### config.mk
export PLATFORM = sky130hd
export DESIGN_NAME = sgm_ctrl
export DESIGN_NICKNAME = d
export VERILOG_FILES = /design/src/verilog/sgm_pkg.sv /design/src/verilog/sgm_ctrl.sv
export VERILOG_INCLUDE_DIRS = /design/src /design/src/verilog
export SDC_FILE = /design/constraint.sdc
export NUM_CORES = 1
export LEC_CHECK = 0
export ABC_AREA = 1
export BUFFER_PORTS_ARGS = -buffer_cell sky130_fd_sc_hd__clkbuf_2
export CORE_ASPECT_RATIO = 0.9
export CORE_MARGIN = 3
export CORE_UTILIZATION = 40
export CTS_BUF_LIST = sky130_fd_sc_hd__clkbuf_16
export DETAILED_ROUTE_END_ITERATION = 16
export SETUP_SLACK_MARGIN = 0.05
export SLEW_MARGIN = 20
export SYNTH_ARGS = -nofsm -noshare
export SYNTH_HDL_FRONTEND = slang
export SYNTH_SLANG_ARGS = --single-unit
### constraint.sdc
create_clock -name clk -period 5.7 [get_ports clk]
set_input_delay 0.285 -clock clk [delete_from_list [all_inputs] [get_ports clk]]
set_output_delay 0.285 -clock clk [all_outputs]
set_load 0.02 [all_outputs]
### src/verilog/sgm_cfg.svh
// Register indices, reset values, field positions and timing constants
`ifndef SGM_CFG_SVH
`define SGM_CFG_SVH
`define SGM_CLK_NS 25
`define SGM_IDX_MAIN 14'h0608
`define SGM_IDX_EEE1 14'h0609
`define SGM_IDX_STAT 14'h060A
`define SGM_IDX_QUIET 14'h060B
`define SGM_IDX_CTRL2 14'h060C
`define SGM_IDX_FERR 14'h060D
`define SGM_RST_MAIN 16'h007B
`define SGM_RST_EEE1 16'h0000
`define SGM_RST_QUIET 4'h5
`define SGM_RST_CTRL2 16'h0024
`define SGM_B_TXERR 15
`define SGM_B_IFORCE 14
`define SGM_B_IVAL 10
`define SGM_B_EN 9
`define SGM_B_RXINV 8
`define SGM_B_TXINV 7
`define SGM_B_RXORD 4
`define SGM_B_ALPKT 3
`define SGM_B_ANTIM 1
`define SGM_B_ANEN 0
`define SGM_B_NONEEE 0
`define SGM_B_FVAL 8
`define SGM_B_FCTL 7
`define SGM_B_RESTART 6
`define SGM_B_TXTH 3
`define SGM_B_RXTH 0
`define SGM_AN_T0_NS 1600000
`define SGM_AN_T1_NS 2000
`define SGM_AN_T2_NS 800000
`define SGM_AN_T3_NS 11000000
`define SGM_QUIET_BASE_NS 3100000
`define SGM_QUIET_STEP_NS 100000
`define SGM_SYNC_HITS 2'h3
`define SGM_LOSS_WORDS 8'hFF
`endif

### src/verilog/sgm_pkg.sv
// Types shared by the serial MAC interface control block
package sgm_pkg;
    typedef struct packed {
        logic sop;
        logic eop;
        logic err;
        logic [7:0] data;
    } sgm_tx_word_t;
    typedef enum logic [1:0] {AL_HUNT = 2'b00, AL_CHECK = 2'b01, AL_SYNC = 2'b10} sgm_align_st_t;
    typedef enum logic [1:0] {AN_OFF = 2'b00, AN_WAIT = 2'b01, AN_TIMER = 2'b10, AN_DONE = 2'b11} sgm_an_st_t;
endpackage

### src/verilog/sgm_ctrl.sv
// Serial MAC interface control: registers, alignment, negotiation, sync FIFOs
//
// The APB register port was decided locally.
`include "sgm_cfg.svh"
`timescale 1ns/10ps
`default_nettype none

// ----------------------------------------
// Sync FIFO
// ----------------------------------------
module sgm_fifo #(parameter int W = 11, parameter int D = 16) (
    input wire logic clk,
    input wire logic reset,
    input wire logic in_valid,
    output logic in_ready,
    input wire logic [W-1:0] in_data,
    output logic out_valid,
    input wire logic out_ready,
    output logic [W-1:0] out_data,
    output logic [$clog2(D):0] level
);
    localparam int AW = $clog2(D);
    logic [W-1:0] mem [D];
    logic [AW-1:0] wr_reg, rd_reg;
    logic [AW:0] cnt_reg;
    logic push, pop;
    assign in_ready = cnt_reg != D[AW:0];
    assign out_valid = cnt_reg != '0;
    assign push = in_valid & in_ready;
    assign pop = out_valid & out_ready;
    assign out_data = mem[rd_reg];
    assign level = cnt_reg;
    always_ff @(posedge clk) begin
        if (push) begin
            mem[wr_reg] <= in_data;
        end
    end
    always_ff @(posedge clk) begin
        if (reset) begin
            wr_reg <= '0;
            rd_reg <= '0;
            cnt_reg <= '0;
        end else begin
            wr_reg <= wr_reg + AW'(push);
            rd_reg <= rd_reg + AW'(pop);
            cnt_reg <= cnt_reg + (AW+1)'(push) - (AW+1)'(pop);
        end
    end
endmodule

// ----------------------------------------
// Top
// ----------------------------------------
module sgm_ctrl #(
    parameter int AN_T0_CYC = `SGM_AN_T0_NS / `SGM_CLK_NS,
    parameter int AN_T2_CYC = `SGM_AN_T2_NS / `SGM_CLK_NS,
    parameter int AN_T3_CYC = `SGM_AN_T3_NS / `SGM_CLK_NS,
    parameter int QUIET_BASE_CYC = `SGM_QUIET_BASE_NS / `SGM_CLK_NS
) (
    input wire logic clk,
    input wire logic reset,
    input wire logic psel,
    input wire logic penable,
    input wire logic pwrite,
    input wire logic [15:0] paddr,
    input wire logic [31:0] pwdata,
    output logic [31:0] prdata,
    output logic pready,
    output logic pslverr,
    input wire logic [2:0] strap_rx_data,
    input wire sgm_pkg::sgm_tx_word_t mac_tx,
    input wire logic mac_tx_valid,
    output logic mac_tx_ready,
    output sgm_pkg::sgm_tx_word_t ser_tx,
    output logic ser_tx_valid,
    input wire logic ser_tx_ready,
    input wire logic tx_even,
    input wire logic [9:0] des_rx_word,
    input wire logic des_rx_valid,
    output logic [9:0] mac_rx_word,
    output logic mac_rx_valid,
    input wire logic mac_rx_ready,
    input wire logic an_page_in,
    input wire logic cdr_lock_pin,
    input wire logic rx_lpi_in,
    output logic rx_lpi_to_mac,
    output logic rx_quiet_done,
    output logic tx_fifo_half,
    output logic rx_fifo_half,
    output logic serial_link_up
);
    import sgm_pkg::*;
    localparam int AN_T1_CYC = `SGM_AN_T1_NS / `SGM_CLK_NS;
    localparam int QUIET_STEP_CYC = `SGM_QUIET_STEP_NS / `SGM_CLK_NS;

    logic [15:0] main_reg, eee1_reg, ctrl2_reg;
    logic [3:0] quiet_reg, ferr_reg;
    logic page_reg, restart_reg;
    logic [2:0] strap_s1_reg, strap_s2_reg;
    logic lock_s1_reg, lock_s2_reg;
    sgm_align_st_t al_reg;
    sgm_an_st_t an_reg;
    logic [3:0] al_idx_reg, sel_idx;
    logic [1:0] hits_reg;
    logic [7:0] gap_reg;
    logic [24:0] hist_reg;
    logic [9:0] win, rev;
    logic comma, lock_eff, sync_st, align_st;
    logic [18:0] an_cnt_reg;
    logic [19:0] quiet_cnt_reg, quiet_cyc;
    logic setup, hit, wr_en, rd_en;
    logic [13:0] idx;
    logic [31:0] rd_mux;
    logic tx_in_ready, tx_out_valid, tx_pop, can_load, tx_gate, in_pkt_reg;
    logic rx_in_ready, rx_out_valid, rx_push, rx_pop;
    sgm_tx_word_t tx_head;
    logic [9:0] rx_head;
    logic [4:0] tx_level, rx_level;
    logic [3:0] ferr_set;

    // ----------------------------------------
    // Pin synchronisers
    // ----------------------------------------
    always_ff @(posedge clk) begin
        strap_s1_reg <= strap_rx_data;
        strap_s2_reg <= strap_s1_reg;
        lock_s1_reg <= cdr_lock_pin;
        lock_s2_reg <= lock_s1_reg;
    end

    // ----------------------------------------
    // APB slave
    // ----------------------------------------
    assign setup = psel & ~penable;
    assign idx = paddr[15:2];
    assign hit = (paddr[1:0] == 2'h0) && (idx == `SGM_IDX_MAIN || idx == `SGM_IDX_EEE1 ||
        idx == `SGM_IDX_STAT || idx == `SGM_IDX_QUIET || idx == `SGM_IDX_CTRL2 || idx == `SGM_IDX_FERR);
    assign wr_en = psel & penable & pready & pwrite & hit;
    assign rd_en = psel & penable & pready & ~pwrite & hit;

    always_comb begin
        rd_mux = 32'h0;
        case (idx)
            `SGM_IDX_MAIN: rd_mux = {16'h0, main_reg};
            `SGM_IDX_EEE1: rd_mux = {16'h0, eee1_reg};
            `SGM_IDX_STAT: rd_mux = {19'h0, page_reg, serial_link_up, an_reg == AN_DONE,
                align_st, sync_st, sel_idx, 4'h0};
            `SGM_IDX_QUIET: rd_mux = {28'h0, quiet_reg};
            `SGM_IDX_CTRL2: rd_mux = {16'h0, ctrl2_reg[15:7], restart_reg, ctrl2_reg[5:0]};
            `SGM_IDX_FERR: rd_mux = {28'h0, ferr_reg};
            default: rd_mux = 32'h0;
        endcase
    end

    always_ff @(posedge clk) begin
        if (reset) begin
            pready <= 1'b0;
            pslverr <= 1'b0;
            prdata <= 32'h0;
        end else begin
            pready <= setup;
            pslverr <= setup & ~hit;
            prdata <= (setup & ~pwrite & hit) ? rd_mux : 32'h0;
        end
    end

    // ----------------------------------------
    // Configuration registers
    // ----------------------------------------
    always_ff @(posedge clk) begin
        if (reset) begin
            main_reg <= `SGM_RST_MAIN;
            main_reg[`SGM_B_EN] <= strap_s2_reg == 3'h0;
            eee1_reg <= `SGM_RST_EEE1;
            quiet_reg <= `SGM_RST_QUIET;
            ctrl2_reg <= `SGM_RST_CTRL2;
        end else if (wr_en) begin
            if (idx == `SGM_IDX_MAIN) main_reg <= pwdata[15:0];
            if (idx == `SGM_IDX_EEE1) eee1_reg <= pwdata[15:0];
            if (idx == `SGM_IDX_QUIET) quiet_reg <= pwdata[3:0];
            if (idx == `SGM_IDX_CTRL2) ctrl2_reg <= {7'h0, pwdata[8:7], 1'b0, pwdata[5:0]};
        end
    end

    always_ff @(posedge clk) begin
        if (reset) begin
            restart_reg <= 1'b0;
        end else if (wr_en && idx == `SGM_IDX_CTRL2 && pwdata[`SGM_B_RESTART]) begin
            restart_reg <= 1'b1;
        end else begin
            restart_reg <= 1'b0;
        end
    end

    // ----------------------------------------
    // Word boundary alignment
    // ----------------------------------------
    assign sel_idx = main_reg[`SGM_B_IFORCE] ? main_reg[`SGM_B_IVAL +: 4] : al_idx_reg;
    assign win = hist_reg[sel_idx +: 10];
    assign comma = win[6:0] == 7'h1F || win[6:0] == 7'h60;
    assign sync_st = al_reg == AL_SYNC;
    assign align_st = al_reg != AL_HUNT;

    always_ff @(posedge clk) begin
        if (reset) begin
            hist_reg <= 25'h0;
        end else if (des_rx_valid) begin
            hist_reg <= {hist_reg[14:0], des_rx_word ^ {10{main_reg[`SGM_B_RXINV]}}};
        end
    end

    always_ff @(posedge clk) begin
        if (reset) begin
            al_reg <= AL_HUNT;
            al_idx_reg <= 4'h0;
            hits_reg <= 2'h0;
            gap_reg <= 8'h0;
        end else if (des_rx_valid) begin
            gap_reg <= comma ? 8'h0 : gap_reg + 8'h1;
            case (al_reg)
                AL_HUNT: begin
                    hits_reg <= 2'h1;
                    if (comma) begin
                        al_reg <= AL_CHECK;
                    end else begin
                        al_idx_reg <= (al_idx_reg == 4'h9) ? 4'h0 : al_idx_reg + 4'h1;
                    end
                end
                AL_CHECK: begin
                    if (gap_reg == `SGM_LOSS_WORDS) begin
                        al_reg <= AL_HUNT;
                    end else if (comma) begin
                        hits_reg <= hits_reg + 2'h1;
                        if (hits_reg == `SGM_SYNC_HITS - 2'h1) al_reg <= AL_SYNC;
                    end
                end
                AL_SYNC: begin
                    if (gap_reg == `SGM_LOSS_WORDS) al_reg <= AL_HUNT;
                end
                default: al_reg <= AL_HUNT;
            endcase
        end
    end

    // ----------------------------------------
    // Receive path toward the MAC
    // ----------------------------------------
    for (genvar i = 0; i < 10; i++) begin : g_rev
        assign rev[i] = main_reg[`SGM_B_RXORD] ? win[9-i] : win[i];
    end
    assign rx_push = des_rx_valid & sync_st & main_reg[`SGM_B_EN];
    assign rx_pop = rx_out_valid & (~mac_rx_valid | mac_rx_ready);

    sgm_fifo #(.W(10), .D(16)) u_rx_fifo (
        .clk(clk), .reset(reset), .in_valid(rx_push), .in_ready(rx_in_ready), .in_data(rev),
        .out_valid(rx_out_valid), .out_ready(rx_pop), .out_data(rx_head), .level(rx_level)
    );

    always_ff @(posedge clk) begin
        if (reset) begin
            mac_rx_valid <= 1'b0;
            mac_rx_word <= 10'h0;
        end else if (rx_pop) begin
            mac_rx_valid <= 1'b1;
            mac_rx_word <= rx_head;
        end else if (mac_rx_ready) begin
            mac_rx_valid <= 1'b0;
        end
    end

    // ----------------------------------------
    // Transmit path toward the serializer
    // ----------------------------------------
    assign can_load = ~ser_tx_valid | ser_tx_ready;
    assign tx_gate = ~(main_reg[`SGM_B_ALPKT] & tx_head.sop) | tx_even;
    assign tx_pop = tx_out_valid & can_load & tx_gate;

    sgm_fifo #(.W(11), .D(16)) u_tx_fifo (
        .clk(clk), .reset(reset), .in_valid(mac_tx_valid & mac_tx_ready), .in_ready(tx_in_ready),
        .in_data(mac_tx), .out_valid(tx_out_valid), .out_ready(tx_pop), .out_data(tx_head),
        .level(tx_level)
    );

    always_ff @(posedge clk) begin
        if (reset) begin
            mac_tx_ready <= 1'b0;
        end else begin
            mac_tx_ready <= main_reg[`SGM_B_EN] && tx_level < 5'hF;
        end
    end

    always_ff @(posedge clk) begin
        if (reset) begin
            ser_tx_valid <= 1'b0;
            ser_tx <= '0;
        end else if (tx_pop) begin
            ser_tx_valid <= 1'b1;
            ser_tx.sop <= tx_head.sop;
            ser_tx.eop <= tx_head.eop;
            ser_tx.err <= tx_head.err & ~main_reg[`SGM_B_TXERR];
            ser_tx.data <= tx_head.data ^ {8{main_reg[`SGM_B_TXINV]}};
        end else if (ser_tx_ready) begin
            ser_tx_valid <= 1'b0;
        end
    end

    always_ff @(posedge clk) begin
        if (reset) begin
            in_pkt_reg <= 1'b0;
        end else if (tx_pop) begin
            in_pkt_reg <= (in_pkt_reg | tx_head.sop) & ~tx_head.eop;
        end
    end

    // ----------------------------------------
    // FIFO thresholds and error flags
    // ----------------------------------------
    assign ferr_set = {rx_push & ~rx_in_ready, mac_rx_ready & ~mac_rx_valid & ~rx_out_valid & sync_st,
        mac_tx_valid & ~tx_in_ready, in_pkt_reg & can_load & ~tx_out_valid};

    always_ff @(posedge clk) begin
        if (reset) begin
            tx_fifo_half <= 1'b0;
            rx_fifo_half <= 1'b0;
            ferr_reg <= 4'h0;
        end else begin
            tx_fifo_half <= tx_level >= {2'h0, ctrl2_reg[`SGM_B_TXTH +: 3]};
            rx_fifo_half <= rx_level >= {2'h0, ctrl2_reg[`SGM_B_RXTH +: 3]};
            ferr_reg <= (rd_en && idx == `SGM_IDX_FERR) ? ferr_set : ferr_reg | ferr_set;
        end
    end

    // ----------------------------------------
    // Auto-negotiation and link
    // ----------------------------------------
    function automatic logic [18:0] an_cycles(input logic [1:0] code);
        case (code)
            2'h0: an_cycles = 19'(AN_T0_CYC);
            2'h1: an_cycles = 19'(AN_T1_CYC);
            2'h2: an_cycles = 19'(AN_T2_CYC);
            default: an_cycles = 19'(AN_T3_CYC);
        endcase
    endfunction

    always_ff @(posedge clk) begin
        if (reset || !main_reg[`SGM_B_ANEN] || !main_reg[`SGM_B_EN]) begin
            an_reg <= AN_OFF;
            an_cnt_reg <= 19'h0;
        end else if (restart_reg) begin
            an_reg <= AN_WAIT;
        end else begin
            case (an_reg)
                AN_OFF: an_reg <= AN_WAIT;
                AN_WAIT: begin
                    if (an_page_in) begin
                        an_reg <= AN_TIMER;
                        an_cnt_reg <= an_cycles(main_reg[`SGM_B_ANTIM +: 2]) - 19'h1;
                    end
                end
                AN_TIMER: begin
                    if (an_cnt_reg == 19'h0) an_reg <= AN_DONE;
                    else an_cnt_reg <= an_cnt_reg - 19'h1;
                end
                AN_DONE: an_reg <= AN_DONE;
                default: an_reg <= AN_OFF;
            endcase
        end
    end

    always_ff @(posedge clk) begin
        if (reset) begin
            page_reg <= 1'b0;
        end else if (an_page_in && an_reg != AN_OFF) begin
            page_reg <= 1'b1;
        end else if (rd_en && idx == `SGM_IDX_STAT) begin
            page_reg <= 1'b0;
        end
    end

    assign lock_eff = ctrl2_reg[`SGM_B_FCTL] ? ctrl2_reg[`SGM_B_FVAL] : lock_s2_reg;

    always_ff @(posedge clk) begin
        if (reset) begin
            serial_link_up <= 1'b0;
        end else begin
            serial_link_up <= main_reg[`SGM_B_EN] & lock_eff & sync_st &
                (~main_reg[`SGM_B_ANEN] | an_reg == AN_DONE);
        end
    end

    // ----------------------------------------
    // Low-power idle handling
    // ----------------------------------------
    assign quiet_cyc = 20'(QUIET_BASE_CYC) + 20'(QUIET_STEP_CYC) * {16'h0, quiet_reg};

    always_ff @(posedge clk) begin
        if (reset) begin
            quiet_cnt_reg <= 20'h0;
            rx_quiet_done <= 1'b0;
            rx_lpi_to_mac <= 1'b0;
        end else begin
            rx_lpi_to_mac <= rx_lpi_in & ~eee1_reg[`SGM_B_NONEEE];
            quiet_cnt_reg <= rx_lpi_in ? quiet_cnt_reg + 20'(!rx_quiet_done) : 20'h0;
            rx_quiet_done <= rx_lpi_in && (rx_quiet_done || quiet_cnt_reg + 20'h1 >= quiet_cyc);
        end
    end
endmodule
`default_nettype wire

==> metrics.md <==
| Metric | Value |
|---|---|
| Distinct cells, synth | 53 |
| Worst path arrival time | 4.98 ns |
| Crit end category | flop |
| RSZ-0062 raised after global routing | false |
| Asr flop ratio synth | 0% |
| GRT overflow | 0 |
| Wirelength per Cell | 18.70 um |
| Clk root buf | clkbuf_16 |
| Vias in the first global route | 18.74k |
| CTS Buffer Depth | 3 |
| Area after DPL | 0.02673 sq mm |
| Hold Crit Class | in2reg |
| Int Pwr | 7.746 mW |
| Overall Power | 11.80 mW |
| Fin. max-slew vios | 0 |
| Initial DRC count | 1816 |
| Htree depth | 2 |
| Yosys top cell area share | 39.90% |
| Cell count after synthesis | 2633 |
| Setup_tns | 0 ns |
| Status | completed |
| Gpl congestion | 0.8920 |
| Kind of critical path | reg2reg |
| Vias per inst | 5.353 |
| Crit path to | rx_quiet_done |
| DRC errors left | 0 |
| Post-layout min period | 4.475 ns |
| Inserted Clock Buffers | 57 |
| Initial antenna violation count | 3 |
| Path depth of the worst reg2reg path | 25 |
| Pre-antenna DRT Iters | 5 |
| Worst-skew pair later-pin latency | 0.61 ns |
| Net Sw Frac | 34.36% |
| Rows | 86 |
| Post-synth EDFFs | 337 |
| Tcrit/Tclk final | 78.51% |
| Via count | 19.50k |
| Pwr Density | 408.7 mW/mm^2 |
| Fin nets | 2929 |
| TritonCTS clock tree | built |
| Avg Cell Area, Syn | 9.633 sq um |
| Final hold violations | 0 |
| Area leader, netlist | edfxtp_1 |
| Filler cells | 5846 |
| Worst reg-to-reg setup slack | 1.23 ns |
| Net Sw Power | 4.055 mW |
| Design area | 0.02887 sq mm |
| Post-synth top cells | edfxtp_1, nand2_1, nor2_1, inv_1, o21ai_0 |
| Die Wd | 271.4 um |
| Max rail drop VDD | 0.2406 mV |
| Share of post-route cells with drive strength above 1 | 9.943% |
| Largest net degree at the start of global routing | 83 |
| Core Region | 0.06198 sq mm |
| Hold Startpoint | des_rx_word[1] |
| Largest register FFs | 176 |
| Die Area | 0.06647 sq mm |
| Static leakage | 11.17 nW |
| Num Clock Sinks | 550 |
| Hpwl dp | 45.68 mm |
| Setup violators final | 0 |
| Synthesis Warnings | 0 |
| Post-CTS sizing | 0 |
| Remaining antenna violation count | 0 |
| P&R area growth vs syn | 13.84% |
| Core Util, Final | 46.59% |
| Most numerous cell in the Yosys netlist | edfxtp_1 |
| CTS Hold Bufs | 30 |
| Post-CTS setup buffer count | 0 |
| Synth Cell Area | 0.02536 sq mm |
| Total Wirelength | 68.14 mm |
| Clock power share | 30.8% |
| Starting density of the core | 40.92% |
| Number of max-cap violations | 0 |
| Top_reg_cell synth | edfxtp_1 |
| Die outline height | 244.9 um |
| Crit path from | quiet_reg[1] |
| First-pass GRT wire length | 106.1 mm |
| Post-synthesis register bit count | 550 |
| Headroom to the max-slew limit | 27.54% |
| FF-to-FF End | rx_quiet_done |
| Worst Max-Slew Pin Slew | 1.086 ns |
| Ports | 148 |
| CP Launch Type | flop |
| Total Routing Usage GR | 20.16% |
| Hold WS | 0.04099 ns |
| Worst-path clk slew | 0.06 ns |
| R2R Path Start | quiet_reg[1] |
| Combinational share of power | 28.0% |
| I/O Buffers | 115 |
| Fmax achieved | 223.5 MHz |
| Crit-path max FO | 9 |
| Required @ worst endpoint | 6.20 ns |
| Top cells by area, synth | edfxtp_1, dfxtp_1, nand2_1, o21ai_0, nor2_1 |
| Post-synthesis sequential area ratio | 56.71% |
| Sequential share of power | 41.2% |
| Clock skew | 0.01688 ns |
-- cell type report --
class                      count  area [sq um]  share of cell area, %
antenna                        1         2.502               0.008667
clock buffer                  60          1501                  5.200
clock inverter                47         325.3                  1.127
inverter                     255         957.2                  3.315
multi-input combinational   1706          9455                  32.75
sequential                   550         14390                  49.83
tap                          836          1046                  3.623
timing repair buffer         188          1199                  4.151
-- worst max-delay path: stages (launching register included) --
cell	delay, ns
dfxtp_1	0.41
fa_1	0.64
inv_1	0.10
fa_1	0.50
inv_1	0.04
ha_1	0.34
a21oi_1	0.16
nand2_1	0.10
nand2_1	0.07
nand2_1	0.05
a21o_1	0.16
nand2_1	0.07
nand2_1	0.05
a21oi_1	0.16
xor2_1	0.27
xor2_1	0.17
inv_1	0.05
ha_1	0.31
nand2_1	0.08
nor2_1	0.05
a211oi_1	0.24
o211ai_1	0.12
inv_1	0.06
nand4_1	0.06
nand2_1	0.06
inv_1	0.04
-- metal layers --
| metal | vias to the layer above | track usage (%) | share of wire, % |
|---|---|---|---|
| met4 | 0 | 5.065 | 2.1 |
| met5 | - | 0 | 0 |
| met3 | 81 | 3.255 | 6.6 |
| li1 | 9408 | - | - |
| met1 | 9423 | 29.15 | 47 |
| met2 | 590 | 31.67 | 45 |
-- metrics by stage --
step / setup WS [ns] / std cells
after floorplan: 1.648 / 2648
after global placement: 1.265 / 3505
after detailed placement: 1.238 / 3505
after CTS: 1.224 / 3642
after global routing: 0.8999 / 3643
final: 1.225 / 3643
-- kinds of logic (layout without fill, tap and decap cells) --
logic type	count (synthesis)	after routing	share of synthesized area, %
compound gates	594	594	13.77
fa+ha+maj	86	86	4.509
other cells	1	17	0.01478
simple gates	918	918	15.35
buf+inv	392	550	6.319
xor+xnor	62	62	2.141
flops	550	550	56.71
mux	30	30	1.184
-- power groups by stage --
stage,clock [mW],sequential (mW),combinational [mW]
after CTS,3.72,4.86,3.29
after global placement,0,4.94,3.16
after detailed placement,0,4.94,3.26
after global routing,3.88,4.88,3.69
after floorplan,0,4.99,2.15
final,3.63,4.86,3.31
-- cells in the final DEF, fill, tap and decap left out, types with 77 or more instances in the layout --
master	netlist	layout
nor2_1	304	299
dfxtp_1	213	210
ha_1	77	77
nand3_1	201	201
o21ai_0	246	244
nand2_1	336	336
inv_1	248	259
edfxtp_1	337	337
a21oi_1	174	173
clkbuf_2	0	115
-- worst min-delay path by stage --
stage                         endpoint  slack, ns  depth (start not counted)
final                      hist_reg[1]       0.04                          4
after global routing      ctrl2_reg[7]       0.05                          3
after CTS                  hist_reg[1]      0.004                          4
after detailed placement   lock_s2_reg       0.31                          0
after global placement     lock_s2_reg       0.32                          0
after floorplan            lock_s2_reg       0.31                          0
Power figures use the tool's default switching activity.
